## src/rtl/vic_pkg.sv

```systemverilog
// constants and types shared by the vectored interrupt controller
package vic_pkg;
    // ==========================================
    // register file locations
    localparam logic [7:0] ADDR_FHP_HIGH = 8'hDA;
    localparam logic [7:0] ADDR_FHP_LOW = 8'hDB;
    localparam logic [7:0] ADDR_LRS = 8'hDC;
    localparam logic [7:0] ADDR_MASK = 8'hDD;
    localparam logic [7:0] ADDR_SYSMODE = 8'hDE;
    localparam logic [7:0] ADDR_PRIO = 8'hFF;
    // ==========================================
    // field positions and reset values
    localparam int SYM_GEN_BIT = 0;
    localparam int SYM_FEN_BIT = 1;
    localparam int SYM_FSEL_LSB = 2;
    localparam int SYM_FSEL_MSB = 4;
    localparam logic [7:0] LRS_RESET = 8'h00;
    localparam logic [7:0] MASK_RESET = 8'h00;
    localparam logic [7:0] PRIO_RESET = 8'h00;
    localparam logic [15:0] FHP_RESET = 16'h0000;
    localparam logic [2:0] FSEL_RESET = 3'h0;
    // ==========================================
    // entry timing, in core clocks
    localparam int NORM_ENTRY_CYC = 16;
    localparam int FAST_ENTRY_CYC = 6;
    localparam logic [4:0] NORM_LAST = 5'(NORM_ENTRY_CYC - 1);
    localparam logic [4:0] FAST_LAST = 5'(FAST_ENTRY_CYC - 1);
    // ==========================================
    // vector table in program memory
    localparam logic [7:0] VEC_BASE = 8'h00;
    localparam int NUM_LEVELS = 8;
    typedef logic [2:0] vic_level_t;
    typedef enum {
        ST_IDLE, ST_PUSH_HI, ST_PUSH_FLG, ST_VEC_HI, ST_VEC_LO,
        ST_CAP_HI, ST_CAP_LO, ST_WAIT
    } vic_state_e;
endpackage

```

## src/rtl/vic_rslv_if.sv

```systemverilog
// carrier between the controller and its level priority resolver
`timescale 1ns/100ps
interface vic_rslv_if;
    logic [7:0] level_req;
    logic [7:0] prio;
    logic hit;
    vic_pkg::vic_level_t level;
    modport ctrl
    (
        output level_req, prio,
        input hit, level
    );
    modport rslv
    (
        input level_req, prio,
        output hit, level
    );
endinterface

```

## src/rtl/vic_top.sv

```systemverilog
// vectored and fast interrupt controller of the 8-bit core
`timescale 1ns/100ps
module vic_top
#(
    parameter int NUM_SRC = 16,
    parameter int SRC_PER_LEVEL = 2
)
(
    input wire logic i_clock,
    input wire logic i_rst,
    input wire logic [NUM_SRC-1:0] i_src_pend,
    input wire logic [NUM_SRC-1:0] i_src_en,
    input wire logic [7:0] i_reg_addr,
    input wire logic i_reg_wr,
    input wire logic [7:0] i_reg_wdata,
    input wire logic i_reg_rd,
    output logic [7:0] o_reg_rdata,
    output logic o_reg_hit,
    input wire logic i_instr_end,
    input wire logic i_ei,
    input wire logic i_di,
    input wire logic i_interrupt_return_instr,
    input wire logic [15:0] i_pc,
    input wire logic [7:0] i_flags,
    output logic o_int_ack,
    output vic_pkg::vic_level_t o_ack_level,
    output logic o_busy,
    output logic o_push,
    output logic [7:0] o_push_data,
    output logic o_vec_rd,
    output logic [7:0] o_vec_addr,
    input wire logic [7:0] i_vec_data,
    output logic o_pc_load,
    output logic [15:0] o_pc_value,
    output logic o_flags_load,
    output logic [7:0] o_flags_value,
    output logic o_fast_status,
    output logic o_global_en
);
    import vic_pkg::*;

    vic_rslv_if rsl ();
    vic_level_resolver u_rslv (.rs(rsl.rslv));

    vic_state_e state;
    logic [7:0] level_request_status;
    logic [7:0] level_mask_reg;
    logic [7:0] level_priority_reg;
    logic [15:0] fast_handler_pointer;
    logic fast_enable_bit;
    vic_level_t fast_level_select;
    logic [7:0] shadow_flags;
    logic [7:0] vec_ptr;
    logic [7:0] vec_hi;
    logic [4:0] cnt;
    logic entry_fast;
    logic [7:0] lvl_raw;
    logic [7:0] next_vec;
    logic take, take_fast, fast_ret, sw_wr;

    // ==========================================
    // level requests from peripheral pending flags
    // pending flags live in the peripherals and are only cleared by their
    // handlers, so nothing here ever clears one
    always_comb
    begin
        lvl_raw = 8'h00;
        for (int s = 0; s < NUM_SRC; s++)
            lvl_raw[s / SRC_PER_LEVEL] |= i_src_pend[s] & i_src_en[s];
    end

    // status register follows requests even while globally disabled
    always_ff @(posedge i_clock)
    begin
        if (i_rst)
            level_request_status <= LRS_RESET;
        else
            level_request_status <= lvl_raw;
    end

    // masked levels feed the priority tree
    assign rsl.level_req = level_request_status & level_mask_reg;
    assign rsl.prio = level_priority_reg;

    // lowest numbered source of the winning level has the lowest vector
    always_comb
    begin
        next_vec = VEC_BASE;
        for (int s = NUM_SRC - 1; s >= 0; s--)
        begin
            if ((s / SRC_PER_LEVEL) == int'(rsl.level) && i_src_pend[s] && i_src_en[s])
                next_vec = 8'(VEC_BASE + 2 * s);
        end
    end

    // ==========================================
    // acceptance
    // fast entry is refused while a fast routine runs: the pointer then
    // holds the interrupted pc and a second swap would lose it
    assign sw_wr = i_reg_wr && (state == ST_IDLE);
    assign take = (state == ST_IDLE) && i_instr_end && o_global_en && rsl.hit;
    assign take_fast = take && fast_enable_bit && !o_fast_status
        && (rsl.level == fast_level_select);
    assign fast_ret = (state == ST_IDLE) && i_interrupt_return_instr && o_fast_status;

    // ==========================================
    // software visible control registers
    always_ff @(posedge i_clock)
    begin
        if (i_rst)
        begin
            level_mask_reg <= MASK_RESET;
            level_priority_reg <= PRIO_RESET;
            fast_enable_bit <= 1'b0;
            fast_level_select <= FSEL_RESET;
        end
        else if (sw_wr)
        begin
            if (i_reg_addr == ADDR_MASK)
                level_mask_reg <= i_reg_wdata;
            if (i_reg_addr == ADDR_PRIO)
                level_priority_reg <= i_reg_wdata;
            if (i_reg_addr == ADDR_SYSMODE)
            begin
                fast_enable_bit <= i_reg_wdata[SYM_FEN_BIT];
                fast_level_select <= i_reg_wdata[SYM_FSEL_MSB:SYM_FSEL_LSB];
            end
        end
    end

    // global enable: entry clears, return sets, then instructions, then writes
    always_ff @(posedge i_clock)
    begin
        if (i_rst)
            o_global_en <= 1'b0;
        else if (take)
            o_global_en <= 1'b0;
        else if ((state == ST_IDLE) && i_interrupt_return_instr)
            o_global_en <= 1'b1;
        else if (i_di)
            o_global_en <= 1'b0;
        else if (i_ei)
            o_global_en <= 1'b1;
        else if (sw_wr && (i_reg_addr == ADDR_SYSMODE))
            o_global_en <= i_reg_wdata[SYM_GEN_BIT];
    end

    // fast pointer: hardware swap beats a software write in the same cycle
    always_ff @(posedge i_clock)
    begin
        if (i_rst)
            fast_handler_pointer <= FHP_RESET;
        else if (take_fast || fast_ret)
            fast_handler_pointer <= i_pc;
        else if (sw_wr && (i_reg_addr == ADDR_FHP_HIGH))
            fast_handler_pointer[15:8] <= i_reg_wdata;
        else if (sw_wr && (i_reg_addr == ADDR_FHP_LOW))
            fast_handler_pointer[7:0] <= i_reg_wdata;
    end

    // shadow flags and fast status; shadow has no register address
    always_ff @(posedge i_clock)
    begin
        if (i_rst)
        begin
            shadow_flags <= 8'h00;
            o_fast_status <= 1'b0;
        end
        else if (take_fast)
        begin
            shadow_flags <= i_flags;
            o_fast_status <= 1'b1;
        end
        else if (fast_ret)
            o_fast_status <= 1'b0;
    end

    // ==========================================
    // register read port, data registered one cycle after the strobe
    always_ff @(posedge i_clock)
    begin
        if (i_rst)
        begin
            o_reg_rdata <= 8'h00;
            o_reg_hit <= 1'b0;
        end
        else
        begin
            o_reg_hit <= 1'b0;
            o_reg_rdata <= 8'h00;
            if (i_reg_rd)
            begin
                o_reg_hit <= 1'b1;
                unique case (i_reg_addr)
                    ADDR_FHP_HIGH: o_reg_rdata <= fast_handler_pointer[15:8];
                    ADDR_FHP_LOW: o_reg_rdata <= fast_handler_pointer[7:0];
                    ADDR_LRS: o_reg_rdata <= level_request_status;
                    ADDR_MASK: o_reg_rdata <= level_mask_reg;
                    ADDR_PRIO: o_reg_rdata <= level_priority_reg;
                    ADDR_SYSMODE: o_reg_rdata <= {3'h0, fast_level_select,
                        fast_enable_bit, o_global_en};
                    default: o_reg_hit <= 1'b0;
                endcase
            end
        end
    end

    // ==========================================
    // entry sequencer; a cycle counter stretches both entries to their length
    always_ff @(posedge i_clock)
    begin
        if (i_rst)
        begin
            state <= ST_IDLE;
            cnt <= 5'h00;
            entry_fast <= 1'b0;
            vec_ptr <= VEC_BASE;
            vec_hi <= 8'h00;
            o_int_ack <= 1'b0;
            o_ack_level <= 3'h0;
            o_busy <= 1'b0;
            o_push <= 1'b0;
            o_push_data <= 8'h00;
            o_vec_rd <= 1'b0;
            o_vec_addr <= VEC_BASE;
            o_pc_load <= 1'b0;
            o_pc_value <= 16'h0000;
            o_flags_load <= 1'b0;
            o_flags_value <= 8'h00;
        end
        else
        begin
            o_int_ack <= 1'b0;
            o_push <= 1'b0;
            o_vec_rd <= 1'b0;
            o_pc_load <= 1'b0;
            o_flags_load <= 1'b0;
            cnt <= 5'(cnt + 5'h01);
            unique case (state)
                ST_IDLE:
                begin
                    cnt <= 5'h01;
                    if (take)
                    begin
                        o_int_ack <= 1'b1;
                        o_ack_level <= rsl.level;
                        o_busy <= 1'b1;
                        entry_fast <= take_fast;
                        vec_ptr <= next_vec;
                        if (take_fast)
                        begin
                            o_pc_value <= fast_handler_pointer;
                            state <= ST_WAIT;
                        end
                        else
                        begin
                            o_push <= 1'b1;
                            o_push_data <= i_pc[7:0];
                            o_pc_value <= i_pc;
                            o_flags_value <= i_flags;
                            state <= ST_PUSH_HI;
                        end
                    end
                    else if (fast_ret)
                    begin
                        o_pc_load <= 1'b1;
                        o_pc_value <= fast_handler_pointer;
                        o_flags_load <= 1'b1;
                        o_flags_value <= shadow_flags;
                    end
                end
                ST_PUSH_HI:
                begin
                    o_push <= 1'b1;
                    o_push_data <= o_pc_value[15:8];
                    state <= ST_PUSH_FLG;
                end
                ST_PUSH_FLG:
                begin
                    o_push <= 1'b1;
                    o_push_data <= o_flags_value;
                    state <= ST_VEC_HI;
                end
                ST_VEC_HI:
                begin
                    o_vec_rd <= 1'b1;
                    o_vec_addr <= vec_ptr;
                    state <= ST_VEC_LO;
                end
                ST_VEC_LO:
                begin
                    o_vec_rd <= 1'b1;
                    o_vec_addr <= 8'(vec_ptr + 8'h01);
                    state <= ST_CAP_HI;
                end
                ST_CAP_HI:
                begin
                    vec_hi <= i_vec_data;
                    state <= ST_CAP_LO;
                end
                ST_CAP_LO:
                begin
                    o_pc_value <= {vec_hi, i_vec_data};
                    state <= ST_WAIT;
                end
                ST_WAIT:
                begin
                    if (cnt == (entry_fast ? FAST_LAST : NORM_LAST))
                    begin
                        o_pc_load <= 1'b1;
                        o_busy <= 1'b0;
                        state <= ST_IDLE;
                    end
                end
            endcase
        end
    end

    // ==========================================
    // checks
    chk_lrs_read: assert property (@(posedge i_clock) disable iff (i_rst)
        (i_reg_rd && i_reg_addr == ADDR_LRS) |=> o_reg_rdata == $past(level_request_status))
        else $error("status read does not return status");
    chk_lrs_track: assert property (@(posedge i_clock) disable iff (i_rst)
        ##1 level_request_status == $past(lvl_raw))
        else $error("status does not follow level requests");
    chk_no_take_off: assert property (@(posedge i_clock) disable iff (i_rst)
        !o_global_en |=> !o_int_ack)
        else $error("acknowledge while globally disabled");
    chk_ack_at_end: assert property (@(posedge i_clock) disable iff (i_rst)
        o_int_ack |-> $past(i_instr_end) && $past(state) == ST_IDLE)
        else $error("acknowledge not at instruction end");
    chk_gen_cleared: assert property (@(posedge i_clock) disable iff (i_rst)
        o_int_ack |-> !o_global_en)
        else $error("global enable still set after entry");
    chk_push_order: assert property (@(posedge i_clock) disable iff (i_rst)
        (o_int_ack && !entry_fast) |-> o_push && o_push_data == $past(i_pc[7:0])
        ##1 o_push && o_push_data == $past(i_pc[15:8], 2)
        ##1 o_push && o_push_data == $past(i_flags, 3))
        else $error("push order wrong");
    chk_vec_even: assert property (@(posedge i_clock) disable iff (i_rst)
        $rose(o_vec_rd) |-> !o_vec_addr[0])
        else $error("vector fetch from odd address");
    chk_norm_len: assert property (@(posedge i_clock) disable iff (i_rst)
        (o_int_ack && !entry_fast) |-> !o_pc_load [*8] ##1 !o_pc_load [*7] ##1 o_pc_load)
        else $error("normal entry length wrong");
    chk_fast_len: assert property (@(posedge i_clock) disable iff (i_rst)
        (o_int_ack && entry_fast) |-> !o_pc_load [*5] ##1 o_pc_load && o_fast_status)
        else $error("fast entry length wrong");
    chk_interrupt_return_instr_gen: assert property (@(posedge i_clock) disable iff (i_rst)
        (state == ST_IDLE && i_interrupt_return_instr && !take && !i_di && !i_ei) |=> o_global_en)
        else $error("return did not set global enable");
    chk_fast_ret: assert property (@(posedge i_clock) disable iff (i_rst)
        fast_ret |=> !o_fast_status && o_pc_load && o_flags_load
        && o_flags_value == $past(shadow_flags))
        else $error("fast return did not restore");
endmodule

```

## src/rtl/vic_level_resolver.sv

```systemverilog
// picks the highest priority requesting level from the priority setting
`timescale 1ns/100ps
module vic_level_resolver
(
    vic_rslv_if.rslv rs
);
    import vic_pkg::*;

    logic [7:0] r;
    logic [2:0] a_lvl, b_lvl, c_lvl, b34, c67;
    logic a_any, b_any, c_any;
    logic [1:0] ord [3];
    logic [2:0] code;

    // ==========================================
    // winner inside each group
    always_comb
    begin
        r = rs.level_req;
        a_any = r[0] | r[1];
        b_any = r[2] | r[3] | r[4];
        c_any = r[5] | r[6] | r[7];
        if (rs.prio[0])
            a_lvl = r[1] ? 3'h1 : 3'h0;
        else
            a_lvl = r[0] ? 3'h0 : 3'h1;
        if (rs.prio[3])
            b34 = r[4] ? 3'h4 : 3'h3;
        else
            b34 = r[3] ? 3'h3 : 3'h4;
        if (rs.prio[2])
            b_lvl = (r[3] | r[4]) ? b34 : 3'h2;
        else
            b_lvl = r[2] ? 3'h2 : b34;
        if (rs.prio[6])
            c67 = r[7] ? 3'h7 : 3'h6;
        else
            c67 = r[6] ? 3'h6 : 3'h7;
        if (rs.prio[5])
            c_lvl = (r[6] | r[7]) ? c67 : 3'h5;
        else
            c_lvl = r[5] ? 3'h5 : c67;
    end

    // group order from the three group bits, A=0 B=1 C=2
    always_comb
    begin
        code = {rs.prio[7], rs.prio[4], rs.prio[1]};
        unique case (code)
            3'h1: ord = '{2'h1, 2'h2, 2'h0};
            3'h3: ord = '{2'h1, 2'h0, 2'h2};
            3'h4: ord = '{2'h2, 2'h0, 2'h1};
            3'h5: ord = '{2'h2, 2'h1, 2'h0};
            3'h6: ord = '{2'h0, 2'h2, 2'h1};
            default: ord = '{2'h0, 2'h1, 2'h2};
        endcase
    end

    // first group in order that has a request wins
    always_comb
    begin
        rs.hit = a_any | b_any | c_any;
        rs.level = 3'h0;
        for (int i = 2; i >= 0; i--)
        begin
            if ((ord[i] == 2'h0) && a_any)
                rs.level = a_lvl;
            if ((ord[i] == 2'h1) && b_any)
                rs.level = b_lvl;
            if ((ord[i] == 2'h2) && c_any)
                rs.level = c_lvl;
        end
    end
endmodule

```

## config.mk

```make
export PLATFORM = sky130hd
export DESIGN_NAME = vic_top
export DESIGN_NICKNAME = d
export VERILOG_FILES = /design/src/rtl/vic_pkg.sv /design/src/rtl/vic_rslv_if.sv /design/src/rtl/vic_top.sv /design/src/rtl/vic_level_resolver.sv
export SDC_FILE = /design/constraint.sdc
export NUM_CORES = 1
export LEC_CHECK = 0
export ABC_CLOCK_PERIOD_IN_PS = 4500
export BUFFER_PORTS_ARGS = -buffer_cell sky130_fd_sc_hd__buf_2
export CAP_MARGIN = 20
export CELL_PAD_IN_SITES_DETAIL_PLACEMENT = 0
export CELL_PAD_IN_SITES_GLOBAL_PLACEMENT = 1
export CORE_MARGIN = 3
export CORE_UTILIZATION = 35
export CTS_CLUSTER_DIAMETER = 150
export DETAILED_ROUTE_END_ITERATION = 12
export PLACE_DENSITY_LB_ADDON = 0.1
export SLEW_MARGIN = 15
export SYNTH_ARGS = -nofsm -noshare
export SYNTH_HDL_FRONTEND = slang
export SYNTH_SLANG_ARGS = --single-unit
```

## constraint.sdc

```tcl
create_clock -name i_clock -period 4.5 [get_ports i_clock]
set_input_delay 0.9 -clock i_clock [delete_from_list [all_inputs] [get_ports i_clock]]
set_output_delay 0.9 -clock i_clock [all_outputs]
set_load 0.02 [all_outputs]
```

After elaboration in Yosys (flattened, before gate mapping)
Index checks and enable logic that the tools add are counted.
{"block": "word_totals", "wordCells": 275, "reg_bits": 166, "input_bits": 88, "out_inout_bits": 60}
{"block": "op_classes", "n_reduce_logical": 87, "bitwise_logic": 36, "addsub": 2, "eq_ne": 39, "mux": 82}
{"cell": "one-hot mux 32 bit (8 select lines)", "count": 1}
{"cell": "2-to-1 mux 8 bit", "count": 23}
{"cell": "equality test 32 x 3 -> 1 bit, second input constant", "count": 4}
{"cell": "equality test 32 x 2 -> 1 bit, second input constant", "count": 2}
{"cell": "logical NOT 32 bit", "count": 2}
{"cell": "2-to-1 mux 16 bit", "count": 4}
{"cell": "2-to-1 mux 32 bit", "count": 2}
{"cell": "2-to-1 mux 3 bit", "count": 21}
{"cell": "logical AND 1 bit", "count": 53}
{"cell": "equality test 8 bit, second input constant", "count": 6}
{"cell": "one-hot mux 8 bit (6 select lines)", "count": 1}
{"cell": "equality test 32 x 1 -> 1 bit, second input constant", "count": 1}
{"cell": "one-hot mux 16 bit (2 select lines)", "count": 1}
{"cell": "one-hot mux 6 bit (5 select lines)", "count": 1}
{"cell": "one-hot mux 8 bit (3 select lines)", "count": 1}
{"cell": "2-to-1 mux 1 bit", "count": 21}
{"cell": "bitwise OR 1 bit", "count": 17}
{"cell": "bitwise AND 1 bit", "count": 16}
{"cell": "one-hot mux 8 bit (2 select lines)", "count": 1}
{"cell": "AND reduction 2 bit", "count": 7}
{"cell": "nonzero test 2 bit", "count": 7}
{"cell": "equality test 3 bit, first input constant", "count": 4}
{"cell": "OR reduction 2 bit", "count": 6}
{"cell": "!= test 2 bit, second input constant", "count": 5}
{"cell": "25 further kinds", "count": 39}

Longest topological paths before layout
{"block": "depth", "word_depth": 32, "mapped_depth": 13, "depth_no_buf": 9}

Cells and area by module
A second synthesis with hierarchy kept.
{"block": "hier_totals", "cells_unflattened": 748, "area_unflattened_um2": 6687.7}
{"module": "vic_top", "cells_each": 682, "n_inst": 1, "area_per_inst_um2": 6206.0, "seq_area_each_um2": 2602.5}
{"module": "vic_level_resolver", "cells_each": 66, "n_inst": 1, "area_per_inst_um2": 481.7, "seq_area_each_um2": 0.0}

Worst setup path after synthesis
OpenSTA, ideal clock, no wires.
{"block": "synth_timing", "kind": "register to register", "start": "reg level_request_status[5]", "end": "reg o_pc_value[13]", "stages_incl_launch_ff": 12, "slack_ns": 1.454, "period_less_slack_ns": 3.046, "required_time_ns": 4.369, "t_arrival_ns": 2.915, "setup_ns": 0.131, "cell_sequence": "dfxtp_1 a222oi_1 a21oi_1 a22o_1 a2111oi_2 a21bo_1 buf_6 xor2_4 o31ai_4 buf_6 mux2i_1 o22ai_2"}
{"block": "synth_via", "elab_chain_len": 16}
{"element": "start, declared", "line": "vic_top.sv:46", "text": "logic [7:0] level_request_status;"}
{"element": "start signal, assigned", "line": "vic_top.sv:78", "text": "level_request_status <= lvl_raw;"}
{"element": "bitwise AND 8 bit *", "line": "vic_top.sv:82", "text": "assign rsl.level_req = level_request_status & level_mask_reg;"}
{"element": "bitwise OR 1 bit (2 in series)", "line": "vic_level_resolver.sv:22", "text": "c_any = r[5] | r[6] | r[7];"}
{"element": "logical AND 1 bit", "line": "vic_level_resolver.sv:70", "text": "if ((ord[i] == 2'h2) && c_any)"}
{"element": "2-to-1 mux 3 bit", "line": "vic_level_resolver.sv:70"}
{"element": "2-to-1 mux 3 bit", "line": "vic_level_resolver.sv:66", "text": "if ((ord[i] == 2'h0) && a_any)"}
{"element": "2-to-1 mux 3 bit", "line": "vic_level_resolver.sv:68", "text": "if ((ord[i] == 2'h1) && b_any)"}
{"element": "2-to-1 mux 3 bit", "line": "vic_level_resolver.sv:70"}
{"element": "2-to-1 mux 3 bit", "line": "vic_level_resolver.sv:66"}
{"element": "2-to-1 mux 3 bit", "line": "vic_level_resolver.sv:68"}
{"element": "2-to-1 mux 3 bit", "line": "vic_level_resolver.sv:70"}
{"element": "equality test 3 bit", "line": "vic_top.sv:103", "text": "&& (rsl.level == fast_level_select);"}
{"element": "logical AND 1 bit", "line": "vic_top.sv:103"}
{"element": "2-to-1 mux 16 bit", "line": "vic_top.sv:250", "text": "if (take_fast)"}
{"element": "2-to-1 mux 16 bit", "line": "vic_top.sv:243", "text": "if (take)"}
{"element": "one-hot mux 16 bit (2 select lines)", "line": "vic_top.sv:239", "text": "unique case (state)"}
{"element": "end signal, assigned", "line": "vic_top.sv:252", "text": "o_pc_value <= fast_handler_pointer;"}
{"element": "end signal, assigned", "line": "vic_top.sv:259", "text": "o_pc_value <= i_pc;"}
{"element": "end signal, assigned", "line": "vic_top.sv:267", "text": "o_pc_value <= fast_handler_pointer;"}
{"element": "end, declared", "line": "vic_top.sv:34", "text": "output logic [15:0] o_pc_value,"}
Mark *: on every way between the ends. The rest lies on a longest branch, timed or not.
A chain may end at the register's enable or synchronous reset.

Final worst setup path
{"block": "layout_timing", "start": "reg level_mask_reg[5]", "end": "reg fast_handler_pointer[15]"}
{"block": "layout_via", "elab_chain_len": 15}
{"element": "start, declared", "line": "vic_top.sv:47", "text": "logic [7:0] level_mask_reg;"}
{"element": "start signal, assigned", "line": "vic_top.sv:120", "text": "level_mask_reg <= i_reg_wdata;"}
{"element": "bitwise AND 8 bit *", "line": "vic_top.sv:82"}
{"element": "bitwise OR 1 bit (2 in series)", "line": "vic_level_resolver.sv:22"}
{"element": "logical AND 1 bit", "line": "vic_level_resolver.sv:70"}
{"element": "2-to-1 mux 3 bit", "line": "vic_level_resolver.sv:70"}
{"element": "2-to-1 mux 3 bit", "line": "vic_level_resolver.sv:66"}
{"element": "2-to-1 mux 3 bit", "line": "vic_level_resolver.sv:68"}
{"element": "2-to-1 mux 3 bit", "line": "vic_level_resolver.sv:70"}
{"element": "2-to-1 mux 3 bit", "line": "vic_level_resolver.sv:66"}
{"element": "2-to-1 mux 3 bit", "line": "vic_level_resolver.sv:68"}
{"element": "2-to-1 mux 3 bit", "line": "vic_level_resolver.sv:70"}
{"element": "equality test 3 bit", "line": "vic_top.sv:103"}
{"element": "logical AND 1 bit *", "line": "vic_top.sv:103"}
{"element": "logical OR 1 bit *", "line": "vic_top.sv:153", "text": "else if (take_fast || fast_ret)"}
{"element": "2-to-1 mux 16 bit or nonzero test 2 bit (tied branches)"}
{"element": "end signal, assigned", "line": "vic_top.sv:154", "text": "fast_handler_pointer <= i_pc;"}
{"element": "end signal, assigned", "line": "vic_top.sv:156", "text": "fast_handler_pointer[15:8] <= i_reg_wdata;"}
{"element": "end, declared", "line": "vic_top.sv:49", "text": "logic [15:0] fast_handler_pointer;"}
Marks and branches as above.

==> results.env <==
YS_ASYNC_SR_FRACTION_PCT=0
WORSTPATHBUFFERINVERTERCOUNT=0
ANT_NETS=0
OUTCOME='finished clean'
SYNTH_TOP_FAMILY_BY_AREA='compound AO/OA/AOI/OAI gates'
TIMING.SETUP.TNS_NS=0
REQUIRED_NS=4.82
SYNTHESIZED_AREA_FRACTION_OCCUPIED_BY_AO_OA_AOI_AND_OAI_CELLS_PCT=19.54
LAYOUTNONFILLERINSTCOUNT=1108
FINAL.SETUP_SKEW_NS=0.005715
PRE_CTS_SLACK_NS=0.9681
SYNTH_SEQ_AREA_SHARE_PCT=39.80
TIMING.CRITICAL_PATH.SLOWEST_CELL_DELAY_NS=0.78
REG_TOP3='fast_handler_pointer: 16 flops, o_pc_value: 16 flops'
SETUP.WORST_PATH.CLASS='reg2reg'
YOSYS.AREA_SHARE.SIMPLE_PCT=17.76
FP.DIEAREA_UM2=20360
CORE_AREA_UM2=18150
HOLD_PATH_DEPTH=2
AREA.GROWTH.SYNTH_TO_FINAL_PCT=22.89
CTS-HTREE-LEVELS=4
PORT_BUFFERS=144
CTSLONGESTPATHBUFFERS=2
ROUTE.DETAILED.WL_PER_INST_UM=18.75
WORST_SKEW_PAIR.LATE_LATENCY_NS=0.41
IR_DROP_mV=0.2207
SYNTHDISTINCTLIBCELLS=65
HOLD_WS_NS=0.4461
POWER.TOTAL_mW=2.750
CTS_NUM_SINKS=130
GRT_USE_TOTAL_PCT=20.18
MOSTFREQUENTLAYOUTCELLS='143 x buf_2, 130 x dfxtp_1, 111 x nor2_1'
TIMING.FINAL.HOLD_VIOLATIONS=0
DRT_PASS1_ITERATIONS=5
TRITONCTS='built'
ANTENNADIODECOUNT=0
X_DIMENSION_OF_THE_DIE_UM=142.7
FLOORPLAN.INITIALDENSITY_PCT=36.03
PATH_DEPTH=9
FINAL.FILL_COUNT=1815
FINAL_LAYOUT_SIZE_SUFFIX_GT1_SHARE_PCT=24.35
PLACE_INST=1076
POST_SYNTH_MUX_AREA_SHARE_PCT=17.51
ROW_COUNT=49
LAYOUT_WORST_PATH_CYCLE_SHARE_PCT=79.14
ROUTE.FINAL.WIRE_LENGTH_UM=20780
DIE_HEIGHT_UM=142.7
REG2REGPATHDEPTH=9
GP_CONGESTION=0.8878
RSZ0062_AT_GRT='no'
GRT_ANTENNA_BEFORE_REPAIR=0
CRITICAL_PATH.CELL_CHAIN='a222oi_1 -> a21oi_1 -> a22o_1 -> a2111oi_2 -> a21bo_1 -> xor2_4 -> o31a_2 -> nor2_1 -> a211oi_1'
CTSROOTBUFFERMASTER='clkbuf_16'
SYNTHXORXNORAREAFRAC_PCT=0.9568
POST-CTS-SETUP-BUFFER-COUNT=0
SYNTH_EDF_COUNT=0
SYNTH_SEQ_CELLS=130
LEAST_MARGIN_PIN_SLEW_NS=0.8704
LARGEST_NET_DEGREE_AT_THE_START_OF_GLOBAL_ROUTING=51
TIMING.CRITICAL_PATH.ARRIVAL_NS=3.88
DRC=0
PWR_DENSITY_CELL_nW_PER_UM2=342.2
SLEW_HEADROOM_PCT=41.76
POST_CTS_RESIZED=0
MAXCLOCKFREQUENCY_MHz=280.8
CTS_BUFFERS=17
CAP_VIOLATIONS=0
WIRE_LENGTH_OF_THE_FIRST_GLOBAL_ROUTING_PASS_UM=32690
MIN_PERIOD_NS=3.561
CRITICAL_PATH.STARTPOINT_TYPE='register'
CTS_HOLD_BUF=0
CELLLEAKAGEPOWER_nW=3.482
CP_MAX_FO=32
FINAL_COMMON_CELL='buf_2'
VIA_PER_INST=5.527
FINAL_SETUP_VIOLATION_COUNT=0
CRITICAL_PATH.TOP_DELAY_FAMILY='compound AO/OA/AOI/OAI gates'
GLOBALROUTEOVERFLOWTOTAL=0
CRITICAL_PATH.ENDPOINT_TYPE='register'
VIAS_IN_THE_FIRST_GLOBAL_ROUTE=5867
POSTLAYOUTSETUPSLACKWORST_NS=0.9386
SYN_AVG_CELL_AREA_UM2=8.824
TIMING_MAX_TRANSITION_VIOLATIONS_FINAL=0
DR.FIRST_ITER.DRC_COUNT=412
SYNTHESIS.INSTANCES=741
SYNTH_WARNINGS=0
IOS=148
FIN_NETS=955
SYNTH_FF_TYPE='dfxtp_1'
CTS.REPORTEDPATHS.CLKPINSLEW_NS=0.06
HPWLAFTERDP_UM=15690
SHARE_OF_SYNTHESIZED_CELL_AREA_IN_FULL_ADDER_HALF_ADDER_AND_MAJORITY_CELLS_PCT=0.1914
NETLIST_AREA_UM2=6539
NUM_VIAS=6124
SLOWEST_STAGE='a222oi_1'
HOLD_PATH.CLASS='reg2reg'
-- stage by stage --
| stage | utilization (%) | cell area, µm² |
|---|---|---|
| 6_report | 44.28 | 8035 |
| 5_1_grt | 44.28 | 8035 |
| 4_1_cts | 44.28 | 8035 |
| 3_5_place_dp | 40.85 | 7413 |
| 3_3_place_gp | 40.85 | 7413 |
| 2_1_floorplan | - | 6546 |
-- worst paths after layout --
path                     start                        to  slack [ns]
max reg2reg  level_mask_reg[5]  fast_handler_pointer[15]        0.94
min reg2reg         vec_ptr[3]                vec_ptr[3]        0.45
max          level_mask_reg[5]  fast_handler_pointer[15]        0.94
min                 vec_ptr[3]                vec_ptr[3]        0.45
-- worst reg2reg max path, delay by kind of cell, from the launching register on --
family                    cells  cell delay [ns]
AOI/OAI and AO/OA             7             2.77
xor gates and xnor gates      1             0.27
DFF                           1             0.34
and+or+nand+nor               1             0.10
-- cell type report --
cell class	instances	area, µm²	share of cell area, %
clock buffers	23	467.9	5.824
clock inverters	9	153.9	1.915
inverters	7	26.28	0.3270
multi-input cells	553	3677	45.76
flip-flops and latches	130	2603	32.39
well taps	229	286.5	3.566
repair buffers	157	820.8	10.21
-- routing by layer --
| layer | GRT usage [%] | share of wire [%] |
|---|---|---|
| met5 | 0 | 0 |
| met4 | 6.153 | 2.0 |
| met3 | 3.684 | 5.7 |
| met2 | 32.89 | 47 |
| met1 | 27.25 | 45 |
-- report_power, final --
group / switching [mW] / total (mW) / internal [mW]
registers: 0.00791 / 1.17 / 1.16
logic: 0.0779 / 0.127 / 0.0495
clock network: 0.501 / 1.46 / 0.956
-- cells in the mapped netlist (all sizes together), types with 2 or more instances --
cell type    n  share of area [%]
o22ai       16                1.6
and2         5               0.48
dfxtp      130                 40
o2111ai      2               0.27
a22oi       41                4.7
clkbuf      38                2.2
nand4b       2               0.27
a211o        3               0.40
o21ai       23                1.8
buf         15                1.6
nand3       12               0.99
inv          7               0.40
a22o         3               0.40
mux2i       93                 14
mux2        19                3.3
nor3        18                1.4
o311ai       2               0.27
nor2       111                6.4
o221ai       4               0.63
a211oi      21                2.4
nor3b        4               0.46
nor4         4               0.38
nor2b        6               0.57
and4         2               0.27
a222oi       2               0.31
a311oi       8                1.1
nand2       50                2.9
nand3b       3               0.34
nand4        8               0.77
xor2         4               0.82
and3         2               0.19
nand2b      12                1.1
a21oi       41                3.1
or3          4               0.46
and3b        5               0.67
o32ai        3               0.40
-- cells by family (layout without fill, tap and decap cells) --
group / count (synthesis) / count (layout)
AOI/OAI and AO/OA: 183 / 183
xor gates and xnor gates: 5 / 5
adders and majority gates: 1 / 1
DFF: 130 / 130
buffers and inverters: 60 / 196
and+or+nand+nor: 249 / 249
muxes: 112 / 112
other: 1 / 3
No activity file was read; power rests on OpenSTA's default activity.
